[src/flq_pkg.sv]
// Shared constants and types of the fault latch qualifier.
package flq_pkg;

    // ------------------------------------------------------------
    // Timing
    // ------------------------------------------------------------
    localparam int CLK_MHZ = 200;
    localparam int T_BLANK_NS = 2500;
    localparam int T_QUAL_NS = 1000;
    // Both intervals round up so neither the mask nor the persistence test is shortened.
    localparam int BLANK_CYC = (T_BLANK_NS * CLK_MHZ + 999) / 1000;
    localparam int QUAL_CYC = (T_QUAL_NS * CLK_MHZ + 999) / 1000;

    // ------------------------------------------------------------
    // Event counting
    // ------------------------------------------------------------
    localparam int EVT_LATCH = 4;
    localparam int CNT_W = 3;
    localparam logic [CNT_W-1:0] CNT_RST = 3'h0;
    localparam int SYNC_W = 4;
    localparam int SY_CMP = 0;
    localparam int SY_SRST = 1;
    localparam int SY_VLOW = 2;
    localparam int SY_VHYS = 3;

    // ------------------------------------------------------------
    // Types
    // ------------------------------------------------------------
    typedef enum logic [1:0] {
        FLQ_ON,
        FLQ_BLANK,
        FLQ_WATCH,
        FLQ_DONE
    } flq_qstate_e;

    typedef struct packed {
        logic latched;
        logic hiccup;
        logic [CNT_W-1:0] evt_cnt;
    } flq_stat_s;

endpackage

[src/fault_latch_qualifier.sv]
// Fault qualification, successive-event counter and latch-off control of the switching controller.
//
// Contract
// - Once latched off, every further drive pulse is suppressed at once.
// - The latch holds, with the supply hiccuping, until the supply-reset indication clears it.
// - After each driver turn-off edge the comparator is ignored for a fixed blanking interval.
// - A comparator high counts as an event only if it lasts the minimum qualification time.
// - Qualified events are counted and the part latches when the count reaches 4.
// - Events are judged per switching cycle, in the off-time of 4 consecutive cycles.
module fault_latch_qualifier #(
    parameter int BLANK = flq_pkg::BLANK_CYC,
    parameter int QUAL = flq_pkg::QUAL_CYC,
    parameter int EVENTS = flq_pkg::EVT_LATCH
) (
    input wire logic i_sys_clk,
    input wire logic i_rst_b,
    input wire logic i_drv_req,
    input wire logic i_cycle_start,
    input wire logic i_above_latch_threshold,
    input wire logic i_below_supply_reset_level,
    input wire logic i_supply_below_min,
    input wire logic i_supply_above_hyst,
    output logic o_drv,
    output flq_pkg::flq_stat_s o_stat
);
    import flq_pkg::*;

    localparam logic [CNT_W-1:0] CNT_LAST = CNT_W'(EVENTS - 1);

    // ------------------------------------------------------------
    // Input synchronisers
    // ------------------------------------------------------------
    // Comparator and supply monitors are analog and asynchronous to the oscillator clock.
    logic [SYNC_W-1:0] sync1_r;
    logic [SYNC_W-1:0] sync2_r;
    wire [SYNC_W-1:0] async_in = {i_supply_above_hyst, i_supply_below_min,
                                  i_below_supply_reset_level, i_above_latch_threshold};

    always_ff @(posedge i_sys_clk or negedge i_rst_b) begin
        if (!i_rst_b) begin
            sync1_r <= '0;
            sync2_r <= '0;
        end else begin
            sync1_r <= async_in;
            sync2_r <= sync1_r;
        end
    end

    wire cmp_s = sync2_r[SY_CMP];
    wire srst_s = sync2_r[SY_SRST];
    wire vlow_s = sync2_r[SY_VLOW];
    wire vhys_s = sync2_r[SY_VHYS];

    // ------------------------------------------------------------
    // Qualification
    // ------------------------------------------------------------
    logic evt;
    logic drv_r;

    flq_qualify #(
        .BLANK(BLANK),
        .QUAL(QUAL)
    ) u_qualify (
        .i_sys_clk(i_sys_clk),
        .i_rst_b(i_rst_b),
        .i_drv(drv_r),
        .i_cmp(cmp_s),
        .o_event(evt)
    );

    // ------------------------------------------------------------
    // Counter and latch
    // ------------------------------------------------------------
    logic latched_r, latched_nxt;
    logic [CNT_W-1:0] cnt_r, cnt_nxt;
    logic cyc_hit_r, cyc_hit_nxt;
    logic hiccup_r, hiccup_nxt;
    logic drv_nxt;

    wire latch_set = evt & (cnt_r == CNT_LAST) & ~srst_s;
    wire cyc_miss = i_cycle_start & ~cyc_hit_r & ~evt;

    assign latched_nxt = srst_s ? 1'b0 : (latched_r | latch_set);
    // The gate uses the next latch state so the deciding edge already drops the pulse.
    assign drv_nxt = i_drv_req & ~latched_nxt;
    assign cnt_nxt = srst_s ? CNT_RST :
                     (evt && cnt_r != CNT_W'(EVENTS)) ? cnt_r + 1'b1 :
                     cyc_miss ? CNT_RST : cnt_r;
    // A new event wins over the end-of-cycle clear of the hit flag.
    assign cyc_hit_nxt = evt ? 1'b1 : (i_cycle_start ? 1'b0 : cyc_hit_r);
    // While latched the start-up source charges below the minimum and stops above the hysteresis.
    assign hiccup_nxt = !latched_nxt ? 1'b0 :
                        vlow_s ? 1'b1 : vhys_s ? 1'b0 : hiccup_r;

    always_ff @(posedge i_sys_clk or negedge i_rst_b) begin
        if (!i_rst_b) begin
            latched_r <= 1'b0;
            cnt_r <= CNT_RST;
            cyc_hit_r <= 1'b0;
            hiccup_r <= 1'b0;
            drv_r <= 1'b0;
        end else begin
            latched_r <= latched_nxt;
            cnt_r <= cnt_nxt;
            cyc_hit_r <= cyc_hit_nxt;
            hiccup_r <= hiccup_nxt;
            drv_r <= drv_nxt;
        end
    end

    assign o_drv = drv_r;
    assign o_stat = '{latched: latched_r, hiccup: hiccup_r, evt_cnt: cnt_r};

    // ------------------------------------------------------------
    // Check helpers
    // ------------------------------------------------------------
    // Cycle starts seen since the count left zero; a latch needs one start per extra event.
    logic [CNT_W-1:0] cyc_seen_r;

    always_ff @(posedge i_sys_clk or negedge i_rst_b) begin
        if (!i_rst_b) begin
            cyc_seen_r <= CNT_RST;
        end else if (cnt_r == CNT_RST) begin
            cyc_seen_r <= CNT_RST;
        end else if (i_cycle_start && cyc_seen_r != '1) begin
            cyc_seen_r <= cyc_seen_r + 1'b1;
        end
    end
endmodule // fault_latch_qualifier

[src/flq_qualify.sv]
// Blanking and persistence qualification of the latch comparator, one event per off-time.
module flq_qualify #(
    parameter int BLANK = flq_pkg::BLANK_CYC,
    parameter int QUAL = flq_pkg::QUAL_CYC
) (
    input wire logic i_sys_clk,
    input wire logic i_rst_b,
    input wire logic i_drv,
    input wire logic i_cmp,
    output logic o_event
);
    import flq_pkg::*;

    localparam int BW = $clog2(BLANK + 1);
    localparam int RW = $clog2(QUAL + 1);
    localparam logic [BW-1:0] BLANK_LD = BW'(BLANK - 1);
    localparam logic [RW-1:0] QUAL_LAST = RW'(QUAL - 1);
    localparam logic [RW-1:0] QUAL_MAX = RW'(QUAL);

    flq_qstate_e state_r, state_nxt;
    logic [BW-1:0] tmr_r, tmr_nxt;
    logic [RW-1:0] run_r, run_nxt;
    logic drv_d_r;
    logic event_nxt;
    logic [RW-1:0] hi_len_r;

    wire drv_fall = drv_d_r & ~i_drv;
    wire run_full = (run_r == QUAL_LAST);

    always_comb begin
        state_nxt = state_r;
        tmr_nxt = tmr_r;
        run_nxt = run_r;
        event_nxt = 1'b0;
        case (state_r)
            FLQ_ON: begin
                if (drv_fall) begin
                    state_nxt = FLQ_BLANK;
                    tmr_nxt = BLANK_LD;
                end
            end
            FLQ_BLANK: begin
                if (i_drv) begin
                    state_nxt = FLQ_ON;
                end else if (tmr_r == '0) begin
                    state_nxt = FLQ_WATCH;
                    run_nxt = '0;
                end else begin
                    tmr_nxt = tmr_r - 1'b1;
                end
            end
            FLQ_WATCH: begin
                if (i_drv) begin
                    state_nxt = FLQ_ON;
                end else if (!i_cmp) begin
                    run_nxt = '0;
                end else if (run_full) begin
                    state_nxt = FLQ_DONE;
                    event_nxt = 1'b1;
                end else begin
                    run_nxt = run_r + 1'b1;
                end
            end
            FLQ_DONE: begin
                if (i_drv) begin
                    state_nxt = FLQ_ON;
                end
            end
            default: state_nxt = FLQ_ON;
        endcase
    end

    always_ff @(posedge i_sys_clk or negedge i_rst_b) begin
        if (!i_rst_b) begin
            state_r <= FLQ_ON;
            tmr_r <= '0;
            run_r <= '0;
            drv_d_r <= 1'b0;
            o_event <= 1'b0;
        end else begin
            state_r <= state_nxt;
            tmr_r <= tmr_nxt;
            run_r <= run_nxt;
            drv_d_r <= i_drv;
            o_event <= event_nxt;
        end
    end

    // ------------------------------------------------------------
    // Checks
    // ------------------------------------------------------------
    always_ff @(posedge i_sys_clk or negedge i_rst_b) begin
        if (!i_rst_b) begin
            hi_len_r <= '0;
        end else if (!i_cmp) begin
            hi_len_r <= '0;
        end else if (hi_len_r != QUAL_MAX) begin
            hi_len_r <= hi_len_r + 1'b1;
        end
    end
endmodule // flq_qualify
[config.mk]
export PLATFORM = sky130hd
export DESIGN_NAME = fault_latch_qualifier
export DESIGN_NICKNAME = d
export VERILOG_FILES = /design/src/flq_pkg.sv /design/src/fault_latch_qualifier.sv /design/src/flq_qualify.sv
export SDC_FILE = /design/constraint.sdc
export NUM_CORES = 1
export LEC_CHECK = 0
export ABC_AREA = 1
export BUFFER_PORTS_ARGS = -buffer_cell sky130_fd_sc_hd__buf_2
export CORE_MARGIN = 1
export CORE_UTILIZATION = 29
export CTS_BUF_LIST = sky130_fd_sc_hd__clkbuf_8
export DETAILED_ROUTE_END_ITERATION = 8
export GPL_ROUTABILITY_DRIVEN = 0
export PLACE_DENSITY = 0.53
export SLEW_MARGIN = 20
export SYNTH_ARGS = -nofsm -noshare
export SYNTH_HDL_FRONTEND = slang
export SYNTH_SLANG_ARGS = --single-unit
export TNS_END_PERCENT = 100
[constraint.sdc]
create_clock -name i_sys_clk -period 1.4 [get_ports i_sys_clk]
set_input_delay 0.28 -clock i_sys_clk [delete_from_list [all_inputs] [get_ports i_sys_clk]]
set_output_delay 0.28 -clock i_sys_clk [all_outputs]
set_load 0.05 [all_outputs]
# After elaboration in Yosys (flattened, before gate mapping)
# Cells that the tools add are included.
# word_totals
regBits	36
inputBits	8
output_inout_bits	6
word_cells	85
# classes
n_addsub	3
eq_ne	17
muxes	31
n_bitwise	12
reduce_logical	10
# ops
cell	count
$mux 8	5
$mux 9	3
$pmux 9 s2	1
$pmux 8 s2	1
$mux 2	7
$ne 3x3->1 const B	4
$mux 1	10
$reduce_and 5->1	2
$logic_not 9->1	1
$mux 3	3
$sub 9x1->9 const B	1
$add 8x1->8 const B	1
$eq 8x8->1 const B	1
$ne 2x2->1 const B	4
$pmux 2 s4	1
$and 1x1->1	6
$ne 3x2->1 const B	2
$reduce_bool 2->1	3
$not 1->1	5
$eq 2x2->1 const B	2
$ne 2x1->1 const B	2
$reduce_and 4->1	1
$add 3x1->3 const B	1
$eq 3x2->1 const B	1
other kinds (5)	5

# Logic depth before layout (Yosys ltp)
# Gate-level depths: netlist of the first run.
# depth
ltp_word	7
mapped_depth	9
ltp_nobuf	9

# Cells and area by module
# Synthesis of the first run repeated with hierarchy kept, for this count alone.
# hier_totals
cells_unflattened	256
hier_area_um2	2044.5
# by_module_without_submodules
module	n_inst	cells_per_inst	area_per_inst_um2	seq_area_each_um2
flq_qualify	1	207	1486.4	525.5
fault_latch_qualifier	1	49	558.0	375.4

# Worst setup path before layout of the first run
# No wires, ideal clock.
# synth_path
path_type	register to register
from	register drv_r (netlist: o_drv)
to	register u_qualify.tmr_r[0]
setup_ns	0.123
t_arrival_ns	1.353
t_required_ns	1.277
path_slack_ns	-0.076
path_stages_with_launch	8
path_buffers	2
period_less_slack_ns	1.476
cell_sequence	dfrtp_1 -> buf_2 -> inv_1 -> nand3_1 -> o21ai_1 -> nand2_2 -> buf_6 -> a21oi_1
# synth_between
elab_chain_len	4
elab_cells_between_ends	5
classes_between	2 x eq/ne; 2 x bitwise; 1 x reduce/logical
# synth_rtl
element	line_no	source
from (decl)	fault_latch_qualifier.sv:58	logic drv_r;
from (signal assigned)	fault_latch_qualifier.sv:107	drv_r <= drv_nxt;
$not 1->1	flq_qualify.sv:27	wire drv_fall = drv_d_r & ~i_drv;
$and 1x1->1	flq_qualify.sv:27	
$ne 2x1->1 (no source line)	n/a	
$reduce_and 4->1 (no source line) (*)	n/a	
to (signal assigned)	flq_qualify.sv:82	tmr_r <= tmr_nxt;
to (decl)	flq_qualify.sv:21	logic [BW-1:0] tmr_r, tmr_nxt;
# Mark *: on every way between the ends. The rest lies on a longest branch, timed or not.
# A chain may end at the register's enable or synchronous reset.

# Worst setup path after layout of the first run
# layout_path
from	register u_qualify.state_r[1]
to	register u_qualify.run_r[7]
# layout_between
elab_chain_len	3
elab_cells_between_ends	9
classes_between	6 x eq/ne; 1 x mux; 2 x reduce/logical
# layout_rtl
element	line_no	source
from (decl)	flq_qualify.sv:20	flq_qstate_e state_r, state_nxt;
from (signal assigned)	flq_qualify.sv:81	state_r <= state_nxt;
$eq 2x2->1 or $eq 2x1->1 (tied branches)	flq_qualify.sv:35	case (state_r)
$ne 3x3->1 (no source line) (tied with other cells)	n/a	
$reduce_and 5->1 (no source line)	n/a	
to (signal assigned)	flq_qualify.sv:83	run_r <= run_nxt;
to (decl)	flq_qualify.sv:22	logic [RW-1:0] run_r, run_nxt;
# Several ways; a longest one is shown, not always the timed one.

==> results of run 1 <==
==> final timing paths <==
path,from,depth (start not counted),endpoint,slack [ns]
setup / recovery,u_qualify.state_r[1]$_DFFE_PN0P_,9,u_qualify.run_r[7]$_DFFE_PN0P_,0.05
hold / removal,i_supply_above_hyst,1,sync1_r[3]$_DFF_PN0_,0.1
setup reg to reg,u_qualify.state_r[1]$_DFFE_PN0P_,9,u_qualify.run_r[7]$_DFFE_PN0P_,0.05
hold reg to reg,sync1_r[1]$_DFF_PN0_,0,sync2_r[1]$_DFF_PN0_,0.35
max in group asynchronous,i_rst_b,3,u_qualify.run_r[2]$_DFFE_PN0P_,0.40
min in group asynchronous,i_rst_b,2,sync2_r[3]$_DFF_PN0_,0.48
==> area by class of cell <==
cell class | count | area (sq um) | share of cell area
Clock buffer | 6 | 82.6 | 0.0351
Clock inverter | 2 | 15.0 | 0.00638
Inverter | 27 | 101 | 0.0431
Multi-Input combinational cell | 159 | 895 | 0.380
Sequential cell | 36 | 905 | 0.385
Tap cell | 75 | 93.8 | 0.0399
Timing Repair Buffer | 37 | 260 | 0.111
==> report_power, final <==
part	leakage [nW]	internal (mW)	switching, mW
logic	0.655	0.627	0.772
registers	0.450	1.22	0.151
clock network	0.0434	0.399	0.384
==> cell usage after synthesis, types with 3 or more instances <==
cell type	count	area share
nand2_1	69	0.14
dfrtp_1	36	0.48
nor2_1	24	0.048
inv_1	23	0.046
nand3_1	15	0.040
a21oi_1	6	0.016
ha_1	5	0.033
nand2_2	5	0.017
o21ai_0	5	0.013
inv_2	4	0.0080
nand4_1	3	0.010
xor2_1	3	0.014
==> stage by stage <==
step | hold WS [ns] | util | setup WS (ns)
floorplan | -0.0156 | - | 0.00287
global placement | 0.274 | 0.351 | 0.0102
detailed placement | 0.275 | 0.351 | -0.0293
CTS | 0.0836 | 0.374 | 0.00185
global route | 0.0782 | 0.388 | -0.0422
finish | 0.0960 | 0.388 | 0.0520
==> worst register-to-register path, stage by stage (launching register included) <==
cell and delay, ns:
dfrtp_1 0.48, inv_2 0.08, nand2_4 0.11, nand2_1 0.07
nand2_2 0.07, inv_2 0.06, nor2_8 0.16, nand2_8 0.09
nand2_1 0.06, nand2_1 0.05
==> per-layer routing <==
metal | vias to the layer above | part of all wire | GRT usage
li1 | 793 | - | -
met5 | - | 0 | 0
met2 | 10 | 0.45 | 0.188
met1 | 663 | 0.51 | 0.149
met4 | 0 | 0.0099 | 0.0474
met3 | 2 | 0.024 | 0.0297
==> registers in the layout, indices dropped and copies added (netlist names), 2 cells and up <==
signal	cells
sync2_r	4
sync1_r	4
cnt_r	3
u_qualify.run_r	8
u_qualify.tmr_r	9
u_qualify.state_r	2
==> cell usage in the layout, fill, tap and decap left out, types with 7 or more instances in the layout <==
master | synthesis | layout
dfrtp_1 | 36 | 33
buf_2 | 1 | 13
nand3_1 | 15 | 14
inv_2 | 4 | 7
nand2_2 | 5 | 12
nor2_1 | 24 | 21
inv_1 | 23 | 20
nand2_1 | 69 | 61
buf_4 | 2 | 22
==> logic make-up (layout without fill, tap and decap cells) <==
family                     after synthesis  in the layout  share of synthesized area
adders and majority gates                5              5                     0.0334
buffers and inverters                   32             72                     0.0769
DFF                                     36             36                      0.482
AOI/OAI and AO/OA                       18             18                     0.0555
and+or+nand+nor                        131            131                      0.329
xor gates and xnor gates                 5              5                     0.0234
==> timing repair <==
action,CTS,global route
pin swaps,4,9
hold endpoints to repair,19,0
gates resized for setup,6,17
endpoints found under the setup margin,13,18
buffers inserted,2,4
hold buffers,1,0
gates cloned,0,0
==> run_results.csv, run 1 <==
group,metric,value,unit
worst_setup_path,cpPeakStageDelay,0.48,ns
worst_setup_path,worst_setup_path_end_kind,"register",
logic_synthesis,ys.flop_type,"dfrtp_1",
final_layout,fill_cells,625,
power,peakVddDrop,0.768,mV
final_layout,stdcell_area,2350,sq um
routing,ant_nets,0,
global_routing,overflow,0,
floorplanning,die-height,82.3,um
routing,viasPerCell,4.29,
global_routing,grt_pass1_wl,5.95,mm
place,portBuffers,13,
worst_setup_path,path_buf_inv,2,
floorplanning,coreArea,6060,sq um
place,dpl.hpwl,2.54,mm
final_layout,stdcell_count,342,
worst_setup_path,worstPathRequired,1.57,ns
clock_tree,ctsHtreeMaxLevel,2,
routing,post_drt_wl_per_cell,10.0,um
worst_setup_path,cp_max_fo,8,
timing,setup_viol,0,
worst_setup_path,cp_slowest_cell,"dfrtp_1",
timing,fin_skew,0.00665,ns
clock_tree,cts_sinks,36,
timing,period_share,0.963,
job,drv_cap,0,
timing,fmax,742,MHz
clock_tree,cts_tree,"done",
logic_synthesis,syn-cell-area,1870,sq um
place,dp_cells,327,
worst_setup_path,arrival,1.52,ns
worst_setup_path,crit_top_cell,"nand2_1",
logic_synthesis,synth-seq-cells,36,
power,p_per_area,1510,nW/um^2
worst_setup_path,crit_path_cell_trace,"inv_2, nand2_4, nand2_1, nand2_2, inv_2, nor2_8, nand2_8, nand2_1, nand2_1",
min_path,hold_path.class,"in2reg",
power,p_leak,1.15,nW
global_routing,globalRouteTotalUtil,0.117,
clock_tree,clk_latency,0.28,ns
routing,wl,3.42,mm
floorplanning,io_pins,14,
timing,min_period,1.35,ns
logic_synthesis,syn_avg_cell_area,8.24,sq um
final_layout,area_growth,25.8,%
logic_synthesis,synth_cells,227,
worst_setup_path,startpoint_type,"register",
logic_synthesis,ys_types,31,
clock_tree,cts_buffer_depth,2,
routing,drt_iter0_drc,45,
timing,hold_violations,0,
global_routing,grt_max_degree,22,
logic_synthesis,synth-seq-area-share,0.482,
clock_tree,cts-root-buf,"clkbuf_8",
floorplanning,die_area,6770,sq um
timing,rsz0062_at_grt,"true",
routing,drc,0,
routing,route.vias.total,1468,
timing,maxSlewViolCount,0,
logic_synthesis,synth_edf_count,0,
logic_synthesis,synth_fp_nets,240,
floorplanning,start_util,0.309,
floorplanning,std_cell_rows,28,
final_layout,final_nets,279,
routing,dr.pass1.iters,4,
place,placement.cell_area,2130,sq um
clock_tree,clk_pin_slew_worst_paths,0.08,ns
final_layout,drive_above_1_share,0.311,
power,power,3.55,mW
global_routing,antenna_found_initial,0,
worst_setup_path,crit_family,"simple AND/OR/NAND/NOR gates",
clock_tree,numCtsBuffers,5,
timing,fin_setup_tns,0,ns
global_routing,grt_pass1_vias,1376,
timing,maxSlewHeadroom,0.679,
run_status,run_status,"finished, final reports clean",
worst_setup_path,path_class,"reg2reg",
logic_synthesis,async_reset_ff_frac,1.00,
timing,tightest_slew,0.481,ns
final_layout,antennaDiodeCount,0,
floorplanning,die_w,82.3,um
logic_synthesis,yosysWarningCount,0,
(Power assumes the default switching activity.)
==> run 2, diff against run 1 <==
--- a/config.mk
+++ b/config.mk
@@ -6,13 +6,14 @@
 export NUM_CORES = 1
 export LEC_CHECK = 0
 export ABC_AREA = 1
-export BUFFER_PORTS_ARGS = -buffer_cell sky130_fd_sc_hd__buf_2
+export BUFFER_PORTS_ARGS = -buffer_cell sky130_fd_sc_hd__buf_4
 export CORE_MARGIN = 1
 export CORE_UTILIZATION = 29
 export CTS_BUF_LIST = sky130_fd_sc_hd__clkbuf_8
 export DETAILED_ROUTE_END_ITERATION = 8
 export GPL_ROUTABILITY_DRIVEN = 0
 export PLACE_DENSITY = 0.53
+export RECOVER_POWER = 50
 export SLEW_MARGIN = 20
 export SYNTH_ARGS = -nofsm -noshare
 export SYNTH_HDL_FRONTEND = slang
==> run 2 against run 1 <==
  * Sequential power about the same
  * Fmax shrank 1.4%
  * Die area did not move
  * Via count shrank 0.82%
  * Count of clock-buffer cells in the layout down 1
  * Sequential share of layout area about the same
  * Utilization shrank 0.10 points
  * Cell count fell by 1.5%
  * Sequential cell count did not move
  * Worst setup slack worse by 0.019 ns
  * Highest routed layer unchanged
==> run_results.csv, run 2 (synthesis gave the netlist of run 1 again) <==
group,metric,value,unit
run_status,run_status,"finished, final reports clean",
routing,post_drt_wl_per_cell,10.2,um
power,power.share.clock,0.198,
global_routing,grt_pass1_vias,1424,
timing,rsz0062_at_grt,"true",
worst_setup_path,cp_slowest_cell,"dfrtp_1",
power,power_frac_seq,0.394,
timing,maxSlewHeadroom,0.478,
clock_tree,clk_pin_slew_worst_paths,0.07,ns
routing,met3_length,73,um
routing,ant_nets,0,
place,placement.cell_area,2160,sq um
timing,maxSlewViolCount,0,
worst_setup_path,path_buf_inv,1,
floorplanning,std_cell_rows,28,
clock_tree,cts-root-buf,"clkbuf_8",
clock_tree,ctsHtreeMaxLevel,2,
timing,finalHoldWorstSlack,0.123,ns
global_routing,grt_pass1_wl,5.82,mm
power,internal_power,2.18,mW
final_layout,largestRegisters,"u_qualify.tmr_r x9, u_qualify.run_r x8",
floorplanning,die-height,82.3,um
worst_setup_path,crit_family,"simple AND/OR/NAND/NOR gates",
power,p_leak,1.13,nW
global_routing,grt_max_degree,37,
floorplanning,start_util,0.309,
final_layout,drive_above_1_share,0.302,
clock_tree,clk_latency,0.28,ns
clock_tree,numCtsBuffers,5,
worst_setup_path,arrival,1.54,ns
routing,drc,0,
routing,wl_met2,1.67,mm
place,portBuffers,13,
worst_setup_path,crit_start,"u_qualify.tmr_r[0]$_DFFE_PN0P_",
power,p_per_area,1480,nW/um^2
global_routing,antenna_found_initial,0,
power,p_switching,1.30,mW
min_path,hold_path.class,"in2reg",
routing,top_layer,"met4",
power,combPwrFrac,0.408,
floorplanning,die_area,6770,sq um
min_path,hold_path_depth,1,
power,peakVddDrop,0.741,mV
worst_setup_path,startpoint_type,"register",
final_layout,final_util,0.387,
global_routing,globalRouteTotalUtil,0.114,
worst_setup_path,cp_num_cells,9,
routing,route.vias.total,1456,
final_layout,antennaDiodeCount,0,
final_layout,regMostFlops,"u_qualify.tmr_r",
routing,wl,3.43,mm
final_layout,layout_commonest_cell,"nand2_1",
floorplanning,die_w,82.3,um
timing,setup_viol,0,
timing,hold_violations,0,
clock_tree,cts_buffer_depth,2,
floorplanning,coreArea,6060,sq um
routing,dr.pass1.iters,4,
routing,wl_met1,1.63,mm
floorplanning,io_pins,14,
worst_setup_path,worst_setup_path_end_kind,"register",
worst_setup_path,regToRegSetupSlack,0.03,ns
routing,viasPerCell,4.32,
timing,period_share,0.976,
power,swShare,0.374,
timing,fin_setup_tns,0,ns
timing,min_period,1.37,ns
timing,fin_skew,0.00344,ns
final_layout,final_cell_mix,"nand2_1 (60), dfrtp_1 (34), buf_4 (26), inv_1 (21), nor2_1 (21)",
worst_setup_path,worstRegToRegCells,9,
worst_setup_path,crit_path_cell_trace,"inv_2, ha_4, nand2_4, nor2_4, nand3_4, nand2_4, nand2_8, nand2_1, nand2_1",
worst_setup_path,rr_startpoint,"u_qualify.tmr_r[0]$_DFFE_PN0P_",
power,power,3.48,mW
worst_setup_path,cp_max_fo,8,
worst_setup_path,cpPeakStageDelay,0.39,ns
clock_tree,cts_tree,"done",
timing,tightest_slew,0.783,ns
timing,fmax,731,MHz
place,dpl.hpwl,2.51,mm
worst_setup_path,path_class,"reg2reg",
job,drv_cap,0,
routing,drt_iter0_drc,45,
final_layout,stdcell_area,2350,sq um
worst_setup_path,crit_end,"u_qualify.run_r[3]$_DFFE_PN0P_",
final_layout,largest_reg_flops,9,
global_routing,overflow,0,
final_layout,final_nets,275,
worst_setup_path,worstPathRequired,1.57,ns
final_layout,area_growth,25.4,%
clock_tree,cts_sinks,36,
worst_setup_path,rr_endpoint,"u_qualify.run_r[3]$_DFFE_PN0P_",
run 2: cell types whose count changed in the layout (fill, tap and decap cells not counted), moves of 2 or more:
cell | before | now
o21ai_1 | 3 | 1
clkbuf_4 | 0 | 4
buf_2 | 13 | 1
buf_4 | 22 | 26
nand2_4 | 2 | 4
run 2: per-stage QoR:
step,instances,setup slack (ns)
2_1_floorplan,227,0.00287
3_3_place_gp,328,-0.00394
3_5_place_dp,328,-0.0438
4_1_cts,337,0.000967
5_1_grt,337,-0.0695
6_report,337,0.0329
run 2: how the worst min path moves through the flow:
stage	from	end
2_1_floorplan	i_rst_b	cnt_r[0]$_DFFE_PN0P_
3_3_place_gp	i_rst_b	u_qualify.tmr_r[2]$_DFFE_PN0P_
3_5_place_dp	i_rst_b	hiccup_r$_DFFE_PN0P_
4_1_cts	i_supply_above_hyst	sync1_r[3]$_DFF_PN0_
5_1_grt	i_supply_below_min	sync1_r[2]$_DFF_PN0_
6_report	i_below_supply_reset_level	sync1_r[1]$_DFF_PN0_
run 2: power groups by stage:
stage	registers (mW)	logic (mW)	clock network, mW
3_3_place_gp	1.37	1.26	0
6_report	1.37	1.42	0.688
5_1_grt	1.39	1.60	0.767
2_1_floorplan	1.38	0.824	0
3_5_place_dp	1.38	1.27	0
4_1_cts	1.36	1.32	0.725
run 2: final cells by class:
cell class	count	area (sq um)
clock buffer	5	68.8
clock inverter	2	12.5
fill	631	3710
inverter	27	101
multi-input combinational	159	915
sequential	36	903
tap	75	93.8
timing repair buffer	33	251
run 2: timing repair:
action                                 in CTS  in global routing
setup buffers                               1                  0
hold buffers                                1                  0
endpoints found under the hold margin      36                  0
pin swaps                                   5                  9
resized for setup                           9                 17
setup endpoints to repair                  16                 18
run 2: worst reg2reg max path, delay by kind of cell (launching register included):
family,cells,cell delay (ns)
and+or+nand+nor,7,0.64
DFF,1,0.39
buffers and inverters,1,0.08
adders and majority gates,1,0.15
run 2: metal layers:
metal | global-route usage | vias up
met5 | 0 | -
met1 | 0.130 | 660
li1 | - | 780
met3 | 0.0264 | 4
met2 | 0.200 | 12
met4 | 0.0526 | 0
